<file path="src/hdl/bru_pkg.sv">
// Purpose: Shared constants and types for the byte rotate unit
// Assumes: 8-bit data path, one clock
// Notes: Operation codes are one-hot, but each decode compares all five bits of the code
package bru_pkg;
  localparam int DATA_W = 8;
  localparam int MSB_POS = 7;
  localparam int LSB_POS = 0;
  localparam logic [DATA_W-1:0] RESULT_RST = 8'h00;
  localparam logic CARRY_RST = 1'h0;
  localparam logic ZERO_RST = 1'h0;
  localparam logic OVF_RST = 1'h0;

  typedef enum logic [4:0] {
    BRU_OP_ROTATE_LEFT_IN_PLACE = 5'h01,
    BRU_OP_ROTATE_LEFT_TO_RESULT_REG = 5'h02,
    BRU_OP_ROTATE_LEFT_THROUGH_CARRY = 5'h04,
    BRU_OP_ROTATE_LEFT_CARRY_TO_RESULT_REG = 5'h08,
    BRU_OP_ROTATE_RIGHT_IN_PLACE = 5'h10
  } bru_op_t;

  typedef enum logic [1:0] {
    BRU_ST_IDLE = 2'h1,
    BRU_ST_DONE = 2'h2
  } bru_state_t;
endpackage

</file>
<file path="src/hdl/bru_rotator.sv">
// Purpose: Combinational one-bit rotator with optional carry ring
// Assumes: Caller chooses direction and carry participation
// Notes: No state; shared by all rotate operations
`timescale 1ns/10ps
module bru_rotator (
  // Operand
  input wire logic [bru_pkg::DATA_W-1:0] operand,
  input wire logic carryIn,
  // Control
  input wire logic rotateLeft,
  input wire logic useCarry,
  // Result
  output logic [bru_pkg::DATA_W-1:0] rotated,
  output logic carryOut
);
  wire logic fillLeft;
  wire logic fillRight;

  // Bit that enters the vacated end: old carry or the wrapped bit
  assign fillLeft = useCarry ? carryIn : operand[bru_pkg::MSB_POS];
  assign fillRight = useCarry ? carryIn : operand[bru_pkg::LSB_POS];

  assign rotated = rotateLeft ? {operand[bru_pkg::MSB_POS-1:0], fillLeft}
                              : {fillRight, operand[bru_pkg::MSB_POS:1]};
  // Only meaningful when useCarry is set
  assign carryOut = rotateLeft ? operand[bru_pkg::MSB_POS] : operand[bru_pkg::LSB_POS];
endmodule

</file>
<file path="src/hdl/bru_rotate_unit.sv">
// Purpose: Single-bit rotate datapath of an 8-bit core
// Assumes: Memory operand and flags are supplied by the core each request
// Notes: Result appears one cycle after the request, all outputs registered
`timescale 1ns/10ps
// Notes on behaviour
// RULE1: Left rotate in place shifts bits up, wraps bit 7 into bit 0, writes memory, flags kept.
// RULE2: Left rotate to the result register does the same rotation, memory untouched, flags kept.
// RULE3: Left rotate through carry forms a nine-bit ring, old carry to bit 0, bit 7 to carry.
// RULE4: Left rotate through carry to the result register does that into the register only.
// RULE5: Right rotate in place shifts bits down, wraps bit 0 into bit 7, writes memory, flags kept.
// RULE6: Operands are 8 bits and only the through-carry operations may change the carry flag.
module bru_rotate_unit (
  // Clock and reset
  input wire logic clock,
  input wire logic rst,
  // Request
  input wire logic opValid,
  input wire logic [4:0] opCode,
  input wire logic [bru_pkg::DATA_W-1:0] memData,
  // Flags in
  input wire logic carryFlagIn,
  input wire logic zeroFlagIn,
  input wire logic overflowFlagIn,
  // Memory write-back
  output logic memWrite,
  output logic [bru_pkg::DATA_W-1:0] memWriteData,
  // Result register
  output logic [bru_pkg::DATA_W-1:0] resultReg,
  // Flags out
  output logic carryFlagOut,
  output logic zeroFlagOut,
  output logic overflowFlagOut,
  // Status
  output logic done,
  output logic illegalOp
);
  // Registered state; every output has a flop of its own
  logic memWrite_q;
  logic [bru_pkg::DATA_W-1:0] memWriteData_q;
  logic [bru_pkg::DATA_W-1:0] resultReg_q;
  logic carry_q;
  logic zero_q;
  logic ovf_q;
  logic illegal_q;
  logic done_q;
  bru_pkg::bru_state_t state_q;
  bru_pkg::bru_state_t state_d;

  // Operation decode
  wire logic isLeftPlace;
  wire logic isLeftReg;
  wire logic isLeftCarry;
  wire logic isLeftCarryReg;
  wire logic isRightPlace;
  wire logic legalOp;
  wire logic accept;
  wire logic refuse;

  // Routing controls
  wire logic toMemory;
  wire logic toResult;
  wire logic carryUsed;
  wire logic rotLeft;

  // Datapath
  wire logic [bru_pkg::DATA_W-1:0] rotated;
  wire logic rotCarry;

  // Next register values
  wire logic memWrite_d;
  wire logic [bru_pkg::DATA_W-1:0] memWriteData_d;
  wire logic [bru_pkg::DATA_W-1:0] resultReg_d;
  wire logic carry_d;
  wire logic zero_d;
  wire logic ovf_d;
  wire logic illegal_d;
  wire logic done_d;

  assign isLeftPlace = opCode == bru_pkg::BRU_OP_ROTATE_LEFT_IN_PLACE;
  assign isLeftReg = opCode == bru_pkg::BRU_OP_ROTATE_LEFT_TO_RESULT_REG;
  assign isLeftCarry = opCode == bru_pkg::BRU_OP_ROTATE_LEFT_THROUGH_CARRY;
  assign isLeftCarryReg = opCode == bru_pkg::BRU_OP_ROTATE_LEFT_CARRY_TO_RESULT_REG;
  assign isRightPlace = opCode == bru_pkg::BRU_OP_ROTATE_RIGHT_IN_PLACE;
  assign legalOp = isLeftPlace | isLeftReg | isLeftCarry | isLeftCarryReg | isRightPlace;
  assign accept = opValid & legalOp;
  // A refused code changes nothing but still reports, so a core can trap it
  assign refuse = opValid & ~legalOp;

  // Destination select: memory or result register, never both
  assign toMemory = isLeftPlace | isLeftCarry | isRightPlace; // see RULE1 RULE3 RULE5
  assign toResult = isLeftReg | isLeftCarryReg; // see RULE2 RULE4
  assign carryUsed = isLeftCarry | isLeftCarryReg; // see RULE3 RULE4
  assign rotLeft = ~isRightPlace; // see RULE5

  // One shared rotator serves every form; only its controls differ
  bru_rotator u_bru_rotator (
    .operand(memData),
    .carryIn(carryFlagIn),
    .rotateLeft(rotLeft),
    .useCarry(carryUsed),
    .rotated(rotated),
    .carryOut(rotCarry)
  );

  // Write-back strobe and data; the data hold between writes
  assign memWrite_d = accept & toMemory; // see RULE1 RULE3 RULE5
  assign memWriteData_d = memWrite_d ? rotated : memWriteData_q; // see RULE1 RULE3 RULE5
  assign resultReg_d = (accept & toResult) ? rotated : resultReg_q; // see RULE2 RULE4
  // Carry moves only for the through-carry forms
  assign carry_d = (accept & carryUsed) ? rotCarry : carry_q; // see RULE6
  // Zero and overflow are echoed from the core, never computed here
  assign zero_d = accept ? zeroFlagIn : zero_q; // see RULE6
  assign ovf_d = accept ? overflowFlagIn : ovf_q; // see RULE6
  assign illegal_d = refuse;
  assign done_d = state_d == bru_pkg::BRU_ST_DONE;

  // Tracks whether the last edge took a request; back to back keeps it in done
  always_comb begin
    state_d = state_q;
    case (state_q)
      bru_pkg::BRU_ST_IDLE: begin
        if (accept) begin
          state_d = bru_pkg::BRU_ST_DONE;
        end
      end
      bru_pkg::BRU_ST_DONE: begin
        if (!accept) begin
          state_d = bru_pkg::BRU_ST_IDLE;
        end
      end
      default: begin
        state_d = bru_pkg::BRU_ST_IDLE;
      end
    endcase
  end

  // Short flops, one per register, so each reset value sits beside its signal
  always_ff @(posedge clock or posedge rst) begin
    if (rst) begin
      state_q <= bru_pkg::BRU_ST_IDLE;
    end else begin
      state_q <= state_d;
    end
  end

  always_ff @(posedge clock or posedge rst) begin
    if (rst) begin
      memWrite_q <= 1'h0;
    end else begin
      memWrite_q <= memWrite_d; // see RULE1 RULE3 RULE5
    end
  end

  always_ff @(posedge clock or posedge rst) begin
    if (rst) begin
      memWriteData_q <= bru_pkg::RESULT_RST;
    end else begin
      memWriteData_q <= memWriteData_d;
    end
  end

  always_ff @(posedge clock or posedge rst) begin
    if (rst) begin
      resultReg_q <= bru_pkg::RESULT_RST;
    end else begin
      resultReg_q <= resultReg_d;
    end
  end

  always_ff @(posedge clock or posedge rst) begin
    if (rst) begin
      carry_q <= bru_pkg::CARRY_RST;
    end else begin
      carry_q <= carry_d;
    end
  end

  always_ff @(posedge clock or posedge rst) begin
    if (rst) begin
      zero_q <= bru_pkg::ZERO_RST;
    end else begin
      zero_q <= zero_d;
    end
  end

  always_ff @(posedge clock or posedge rst) begin
    if (rst) begin
      ovf_q <= bru_pkg::OVF_RST;
    end else begin
      ovf_q <= ovf_d;
    end
  end

  // Pulses for one cycle per refused request
  always_ff @(posedge clock or posedge rst) begin
    if (rst) begin
      illegal_q <= 1'h0;
    end else begin
      illegal_q <= illegal_d;
    end
  end

  // Rises the cycle after every accepted request
  always_ff @(posedge clock or posedge rst) begin
    if (rst) begin
      done_q <= 1'h0;
    end else begin
      done_q <= done_d;
    end
  end

  // Non-carry ops hold carry_q, so a core must present its current carry
  // on carryFlagIn; the held copy is what carryFlagOut reports.
  assign memWrite = memWrite_q;
  assign memWriteData = memWriteData_q;
  assign resultReg = resultReg_q;
  assign carryFlagOut = carry_q;
  assign zeroFlagOut = zero_q;
  assign overflowFlagOut = ovf_q;
  assign done = done_q;
  assign illegalOp = illegal_q;
endmodule

</file>
<file path="config.mk">
export PLATFORM = sky130hd
export DESIGN_NAME = bru_rotate_unit
export DESIGN_NICKNAME = d
export VERILOG_FILES = /design/src/hdl/bru_pkg.sv /design/src/hdl/bru_rotator.sv /design/src/hdl/bru_rotate_unit.sv
export SDC_FILE = /design/constraint.sdc
export NUM_CORES = 1
export LEC_CHECK = 0
export ABC_AREA = 1
export BUFFER_PORTS_ARGS = -buffer_cell sky130_fd_sc_hd__buf_2
export CAP_MARGIN = 40
export CORE_UTILIZATION = 49
export CTS_CLUSTER_SIZE = 20
export DETAILED_ROUTE_END_ITERATION = 6
export PLACE_DENSITY = 0.84
export SYNTH_ARGS = -nofsm -noshare
export SYNTH_HDL_FRONTEND = slang
export SYNTH_HIERARCHICAL = 1
export SYNTH_SLANG_ARGS = --single-unit
</file>
<file path="constraint.sdc">
create_clock -name clock -period 1.4 [get_ports clock]
set_input_delay 0.35 -clock clock [delete_from_list [all_inputs] [get_ports clock]]
set_output_delay 0.35 -clock clock [all_outputs]
set_load 0.01 [all_outputs]
</file>
Yosys cells after proc, flatten, opt, wreduce, memory -nomap -nowiden
Index checks and enable logic that the tools add are counted. W data, S select, Z words.

Register bits: 24. Bits of input ports: 19. Output and inout bits: 22. Logic and storage cells: 38.

Eq/ne operators: 8. Mux-type cells: 7. Bitwise operators: 14.

Operators with widths (number): $mux W8 (1); $or A1 B1 Y1 (8); $and A1 B1 Y1 (5); $eq A5 B1 Y1 const B (1); $eq A5 B2 Y1 const B (1); $eq A5 B3 Y1 const B (1); $eq A5 B4 Y1 const B (1); $eq A5 B5 Y1 const B (1); $eq A2 B2 Y1 const B (2); $mux W2 (2); $pmux W2 S2 (1); $mux W1 (3); $eq A2 B1 Y1 const B (1); $not A1 Y1 (1).

Longest topological paths before layout
Gate-level depths: netlist of the first run.

Depth after elaboration: 9. Mapped depth: 12. Gate-level depth less buffers: 11.

By module
Netlist of the first run, hierarchy kept.

By module, submodules not included: bru_rotate_unit (instances 1, cells each 124, area an instance 1086.0 um^2, sequential area each 601.8 um^2); bru_rotator (instances 1, cells each 30, area an instance 147.6 um^2, sequential area each 0.0 um^2).

Worst setup path after synthesis of the first run
No wires, ideal clock.

Kind: reg2reg. Start: reg state_q[0]. End: reg done_q (netlist: done). Setup time: 0.114 ns. Data arrival time: 1.104 ns. Required time: 1.286 ns. Setup slack: 0.182 ns. Cell stages (with the launch flop): 8. Buffers on the path: 0. Period minus slack after synthesis: 1.218 ns. Path through: dfstp_2 -> inv_1 -> ha_1 -> inv_1 -> nand2_1 -> clkinv_1 -> nand2_2 -> nor2_2.

Longest elaborated chain between the ends: 3. Elaborated cells on any way between the ends: 6. Those cells by class: 3 x eq/ne; 3 x mux.

Ends and longest elaborated chain: from (decl) (RTL line bru_rotate_unit.sv:46) `bru_pkg::bru_state_t state_q;`; from (signal assigned) (RTL line bru_rotate_unit.sv:140) `state_q <= bru_pkg::BRU_ST_IDLE;`; from (signal assigned) (RTL line bru_rotate_unit.sv:142) `state_q <= state_d;`; $eq A2 B2 Y1, or another cell as far along (RTL line bru_rotate_unit.sv:120) `case (state_q)`; $pmux W2 S2 (*) (RTL line bru_rotate_unit.sv:120); net state_d[0] (RTL line bru_rotate_unit.sv:47) `bru_pkg::bru_state_t state_d;`; $eq A2 B2 Y1 (*) (RTL line bru_rotate_unit.sv:115) `assign done_d = state_d == bru_pkg::BRU_ST_DONE;`; net done_d (RTL line bru_rotate_unit.sv:77) `wire logic done_d;`; to (signal assigned) (RTL line bru_rotate_unit.sv:208) `done_q <= done_d;`; to (decl) (RTL line bru_rotate_unit.sv:45) `logic done_q;`.

The timed path passes the listed nets; every way through them passes the cells marked *. A chain may end at the register's enable or synchronous reset.

Worst setup path in the final report of the first run
Ends and elaborated chain as after synthesis.

==> flow_metrics.tcl, run 1 <==
set metrics [dict create \
    finalHoldViolCount 0 \
    grtUsageMet1_pct 26.2 \
    die_h_microns 52.2 \
    async_flop_share_pct 100 \
    grtUsageMet2_pct 38.9 \
    synth_common_cells "nand2_1 (48), dfrtp_1 (23), inv_1 (21)" \
    netlist_area_sq_um 1230 \
    routed_via_density 4.89 \
    cts_tree "done" \
    syn-instance-count 154 \
    synth.area.top_cells "dfrtp_1 (47%), nand2_1 (15%), o21ai_0 (6.5%)" \
    antennaDiodeCount 0 \
    fmax_mhz 761 \
    multi_input_area_sq_um 512 \
    crit_end "done" \
    hpwlAfterDp_mm 2.09 \
    slew_viol_final 0 \
    seq_area_sq_um 602 \
    routed-via-count 1119 \
    nNetsFinal 223 \
    drt_drc_violations_left 0 \
    ys_seq_elements 24 \
    antenna_found_initial 0 \
    drive_gt1_share_pct 34.8 \
    clock_skew_ns 0.00722 \
    use_met3_pct 3.48 \
    ff2ff_path_depth 7 \
    p_comb_share_pct 30.1 \
    initial_utilization_pct 53.7 \
    cp-startpoint "state_q[0]" \
    nFillCells 197 \
    grt_usage_pct 22.6 \
    reg2reg_slack_ns 0.09 \
    numClockSinks 24 \
    hp-class "in -> async" \
    maxCapViolCount 0 \
    finalCriticalPeriod_ns 1.31 \
    first_global_vias 1066 \
    ys_warn_count 6 \
    fin_util_pct 67.5 \
    synth_edf_count 0 \
    synth.most_common_cell "nand2_1" \
    p_clk_share_pct 24.1 \
    status "finished clean" \
    p_sw_uw 658 \
    clk_pin_slew_ns 0.13 \
    peakVddDrop_uv 808 \
    finish.instance_area_sq_um 1550 \
    clockBufferDepth 2 \
    place_area_sq_um 1490 \
    numCtsBuffers 3 \
    arrival_ns 1.54 \
    ant_nets 0 \
    syn_nets 175 \
    clock_latency_ns 0.32 \
    htreeDepth 1 \
    yosys.area.top_type "dfrtp_1" \
    hold_buffers 0 \
    swShare_pct 31.8 \
    powerDensity_nw_per_um2 1340 \
    grt.busiest_layer "met2" \
    worstSetupStartpointType "flop" \
    holdWs_ns 0.0407 \
    seq_power_share_pct 45.8 \
    leakage_nw 0.929 \
    setup_viol 0 \
    rr_startpoint "state_q[0]" \
    synth_area_per_cell_sq_um 8.01 \
    grt_first_pass_wirelength_mm 4.38 \
    ioPinCount 41 \
    drt-total-wl_mm 2.71 \
    power_mw 2.07 \
    fp-row-count 17 \
    netlist.area_leader.share_pct 46.7 \
    io_buffer_count 40 \
    ys_seq_area_share_pct 48.8 \
    wl_per_cell_microns 11.8 \
    synth-main-ff-cell "dfrtp_1" \
    synthToLayoutAreaGrowth_pct 25.8 \
    drt-initial-drc-count 29 \
    slew_headroom_pct 80.2 \
    internal_power_mw 1.41 \
    crit-reg2reg-capture "done" \
    path_max_fanout 3 \
    fp.coreArea_sq_um 2300 \
    place_congestion 0.866 \
    grt_overflow 0 \
    clockRootBuffer "clkbuf_4" \
    die_w_microns 52.2 \
    crit_type "reg -> reg" \
    finalCritPeriodShare_pct 93.8 \
    drt-pass1-iter-count 4 \
    grt_max_degree 25 \
    end_kind "flop" \
    synth.distinct_cells 20 \
    tightest_slew_ns 0.297 \
    critPathRequiredTime_ns 1.63 \
    dieArea_sq_um 2720 \
    rsz0062_at_grt "no" \
]
[metrics by stage]
step / TNS [ns] / cells / setup WS, ns
2_1_floorplan: 0 / 154 / 0.182
3_3_place_gp: -0.00214 / 225 / -0.00214
3_5_place_dp: -0.334 / 225 / -0.0638
4_1_cts: 0 / 229 / 0.0350
5_1_grt: 0 / 229 / 0.0199
6_report: 0 / 229 / 0.0861
[cell type report]
class | instances | area share (%)
clock inverters | 1 | 1.94
inverters | 24 | 5.81
multi-input cells | 101 | 33.0
well taps | 28 | 2.26
flip-flops and latches | 24 | 38.8
repair buffers | 48 | 16.8
clock buffers | 3 | 1.45
[sequential cells by signal, indices dropped and copies added (netlist names)]
| signal | flops |
|---|---|
| zeroFlagOut | 1 |
| overflowFlagOut | 1 |
| carryFlagOut | 1 |
| resultReg | 8 |
| done | 1 |
| memWriteData | 8 |
| state_q | 2 |
| memWrite | 1 |
| illegalOp | 1 |
[cells in the final DEF (no fill, tap or decap), types with 2 or more instances in the layout]
master / Yosys / routed
buf_4: 0 / 8
nand2_2: 5 / 5
nand3_2: 5 / 5
nand3_1: 10 / 10
nand2_1: 48 / 48
o21ai_1: 4 / 4
o21ai_0: 16 / 16
nor2_1: 5 / 5
inv_2: 2 / 2
buf_2: 1 / 40
inv_1: 21 / 21
nor2_2: 3 / 3
dfrtp_1: 23 / 23
clkbuf_4: 0 / 3
[metal layers]
layer | part of all wire [%] | vias to the layer above | wire [microns]
met2 | 50 | 30 | 1350
met3 | 4.1 | 9 | 112
met4 | 3.2 | 0 | 88
met5 | 0 | - | 0
li1 | - | 568 | -
met1 | 43 | 512 | 1160
[logic make-up after synthesis]
family	after synthesis	share of synthesized area [%]
AND/OR/NAND/NOR	79	30.3
AO/OA/AOI/OAI	20	8.11
flip-flops	24	48.8
adder cells (fa/ha/maj)	2	2.03
buffers and inverters	29	10.7
[how the worst min path moves through the flow]
| stage | start | to | cells past startpoint |
|---|---|---|---|
| floorplan | rst | carryFlagOut | 1 |
| global placement | rst | memWrite | 3 |
| detailed placement | rst | resultReg[2] | 3 |
| CTS | rst | resultReg[2] | 3 |
| global route | rst | memWriteData[2] | 3 |
| finish | rst | resultReg[2] | 3 |
[critical path, cell delays in order (launching register included)]
cell and delay, ns:
dfstp_2 0.58, inv_1 0.09, ha_4 0.28, inv_1 0.04
nand2_1 0.06, clkinv_1 0.08, nand2_2 0.07, nor2_2 0.04
[timing repair]
item | in CTS | in global routing
setup endpoints to repair | 0 | 1
resized for setup | 0 | 1
setup buffers | 0 | 0
endpoints found under the hold margin | 0 | 0
[power by group through the flow]
| stage | Clock [mW] | Combinational (mW) | Sequential, mW |
|---|---|---|---|
| after global routing | 0.542 | 0.715 | 0.968 |
| after global placement | 0 | 0.579 | 0.951 |
| after detailed placement | 0 | 0.607 | 0.959 |
| after CTS | 0.509 | 0.612 | 0.948 |
| final | 0.500 | 0.624 | 0.949 |
| after floorplan | 0 | 0.296 | 1.02 |
No activity file was read; power rests on OpenSTA's default activity.
==> run 2: changes to the inputs <==
--- a/config.mk
+++ b/config.mk
@@ -11,7 +11,7 @@
 export CORE_UTILIZATION = 49
 export CTS_CLUSTER_SIZE = 20
 export DETAILED_ROUTE_END_ITERATION = 6
-export PLACE_DENSITY = 0.84
+export PLACE_DENSITY_LB_ADDON = 0.3
 export SYNTH_ARGS = -nofsm -noshare
 export SYNTH_HDL_FRONTEND = slang
 export SYNTH_HIERARCHICAL = 1
==> run 2 against run 1 <==
Cell area is 1.5% lower. Core utilization shrank 1.0 points. Worst setup slack improved by 0.020 ns. Critical path depth unchanged. Via count is 2.2% lower. Largest cell class unchanged. Highest routed layer unchanged.
==> flow_metrics.tcl, run 2 (synthesis gave the netlist of run 1 again) <==
set metrics [dict create \
    p_clk_share_pct 16.4 \
    die_w_microns 52.2 \
    maxCapViolCount 0 \
    ant_nets 0 \
    crit_type "reg -> reg" \
    finalHoldViolCount 0 \
    hp-start "overflowFlagIn" \
    cts_resized 0 \
    nFillCells 199 \
    drt-pass1-iter-count 4 \
    powerDensity_nw_per_um2 1200 \
    place_congestion 0.783 \
    rr_startpoint "state_q[0]" \
    numCtsBuffers 3 \
    setup_ws_ns 0.106 \
    slew_headroom_pct 80.0 \
    power_mw 1.83 \
    mostFrequentLayoutCells "nand2_1 (48), buf_2 (40), dfrtp_1 (23), inv_1 (21), o21ai_0 (16)" \
    timing.setup.tns_ns 0 \
    clockRootBuffer "clkbuf_4" \
    routed_via_density 4.78 \
    synthToLayoutAreaGrowth_pct 23.8 \
    clock_skew_ns 0.000125 \
    fp-row-count 17 \
    fp.coreArea_sq_um 2300 \
    hold_buffers 1 \
    internal_power_mw 1.22 \
    grt_first_pass_wirelength_mm 4.22 \
    drt_drc_violations_left 0 \
    end_kind "flop" \
    tightest_slew_ns 0.299 \
    rsz0062_at_grt "no" \
    multi_input_area_sq_um 499 \
    final_common_cell "nand2_1" \
    seq_power_share_pct 51.0 \
    die_h_microns 52.2 \
    numClockSinks 24 \
    grt_max_degree 20 \
    leakage_nw 0.922 \
    swShare_pct 33.3 \
    antennaDiodeCount 0 \
    p_sw_uw 611 \
    setup_viol 0 \
    seq_area_sq_um 602 \
    routed-via-count 1094 \
    nNetsFinal 223 \
    grt_usage_pct 21.1 \
    finalCritPeriodShare_pct 92.4 \
    grt_overflow 0 \
    clockBufferDepth 2 \
    finalCriticalPeriod_ns 1.29 \
    post-cts-setup-buffer-count 0 \
    cp-startpoint "state_q[0]" \
    htreeDepth 1 \
    status "finished clean" \
    slew_viol_final 0 \
    p_comb_share_pct 32.6 \
    antenna_found_initial 0 \
    pre_cts_ws_ns -0.0343 \
    drt-total-wl_mm 2.43 \
    hpwlAfterDp_mm 1.98 \
    first_global_vias 1067 \
    cts_tree "done" \
    dieArea_sq_um 2720 \
    critPathRequiredTime_ns 1.61 \
    io_buffer_count 40 \
    arrival_ns 1.50 \
    worstSetupStartpointType "flop" \
    hp-class "in -> reg" \
    wl_per_cell_microns 10.6 \
    clk_pin_slew_ns 0.11 \
    drive_gt1_share_pct 33.3 \
    peakVddDrop_uv 707 \
    ioPinCount 41 \
    fmax_mhz 773 \
    drt-initial-drc-count 19 \
    initial_utilization_pct 53.7 \
    clock_latency_ns 0.29 \
    path_max_fanout 3 \
    holdWs_ns 0.252 \
]
-- run 2: cell types whose count changed in the layout (fill, tap and decap cells not counted), sizes merged --
cell         delta
buf             -1
bufinv          -1
clkbuf          +1
dlygate4sd3     +1
-- run 2: worst max-delay path, stage by stage, from the launching register on --
cell	delay, ns
dfstp_2	0.57
inv_1	0.06
ha_1	0.30
inv_1	0.04
nand2_1	0.06
clkinv_1	0.07
nand2_2	0.07
nor2_2	0.04
-- run 2: path summary, 6_finish.rpt --
path | end | slack [ns] | cells after the start
worst min-delay path | overflowFlagOut | 0.25 | 3
worst max-delay path | done | 0.11 | 7
max in group asynchronous | resultReg[7] | 0.37 | 4
worst min register to register | resultReg[6] | 0.49 | 2
min in group asynchronous | done | 0.52 | 3
worst max register to register | done | 0.11 | 7
-- run 2: metal layers --
metal / global-route usage, % / share of wire, % / vias to the layer above
met5: 0 / 0 / -
met3: 3.19 / 4.6 / 4
met4: 8.77 / 1.6 / 0
li1: - / - / 572
met1: 25.4 / 45 / 488
met2: 37.2 / 49 / 30
-- run 2: layout make-up --
type	instances	share of cell area [%]
well taps	28	2.29
multi-input cells	101	32.7
clock buffers	4	1.72
flip-flops and latches	24	39.4
inverters	24	5.90
repair buffers	48	18.0
-- run 2: per-stage QoR --
stage | cell area, sq um | std cells | util (%)
final | 1530 | 229 | 66.5
after global routing | 1530 | 229 | 66.5
after CTS | 1530 | 229 | 66.5
after detailed placement | 1490 | 224 | 64.9
after global placement | 1490 | 224 | 64.9
after floorplan | 1230 | 154 | -
-- run 2: power by group through the flow --
stage / clock (mW) / combinational (mW) / sequential [mW]
5_1_grt: 0.343 / 0.699 / 0.959
6_report: 0.301 / 0.599 / 0.936
3_5_place_dp: 0 / 0.609 / 0.948
4_1_cts: 0.312 / 0.611 / 0.936
3_3_place_gp: 0 / 0.577 / 0.947
2_1_floorplan: 0 / 0.296 / 1.02
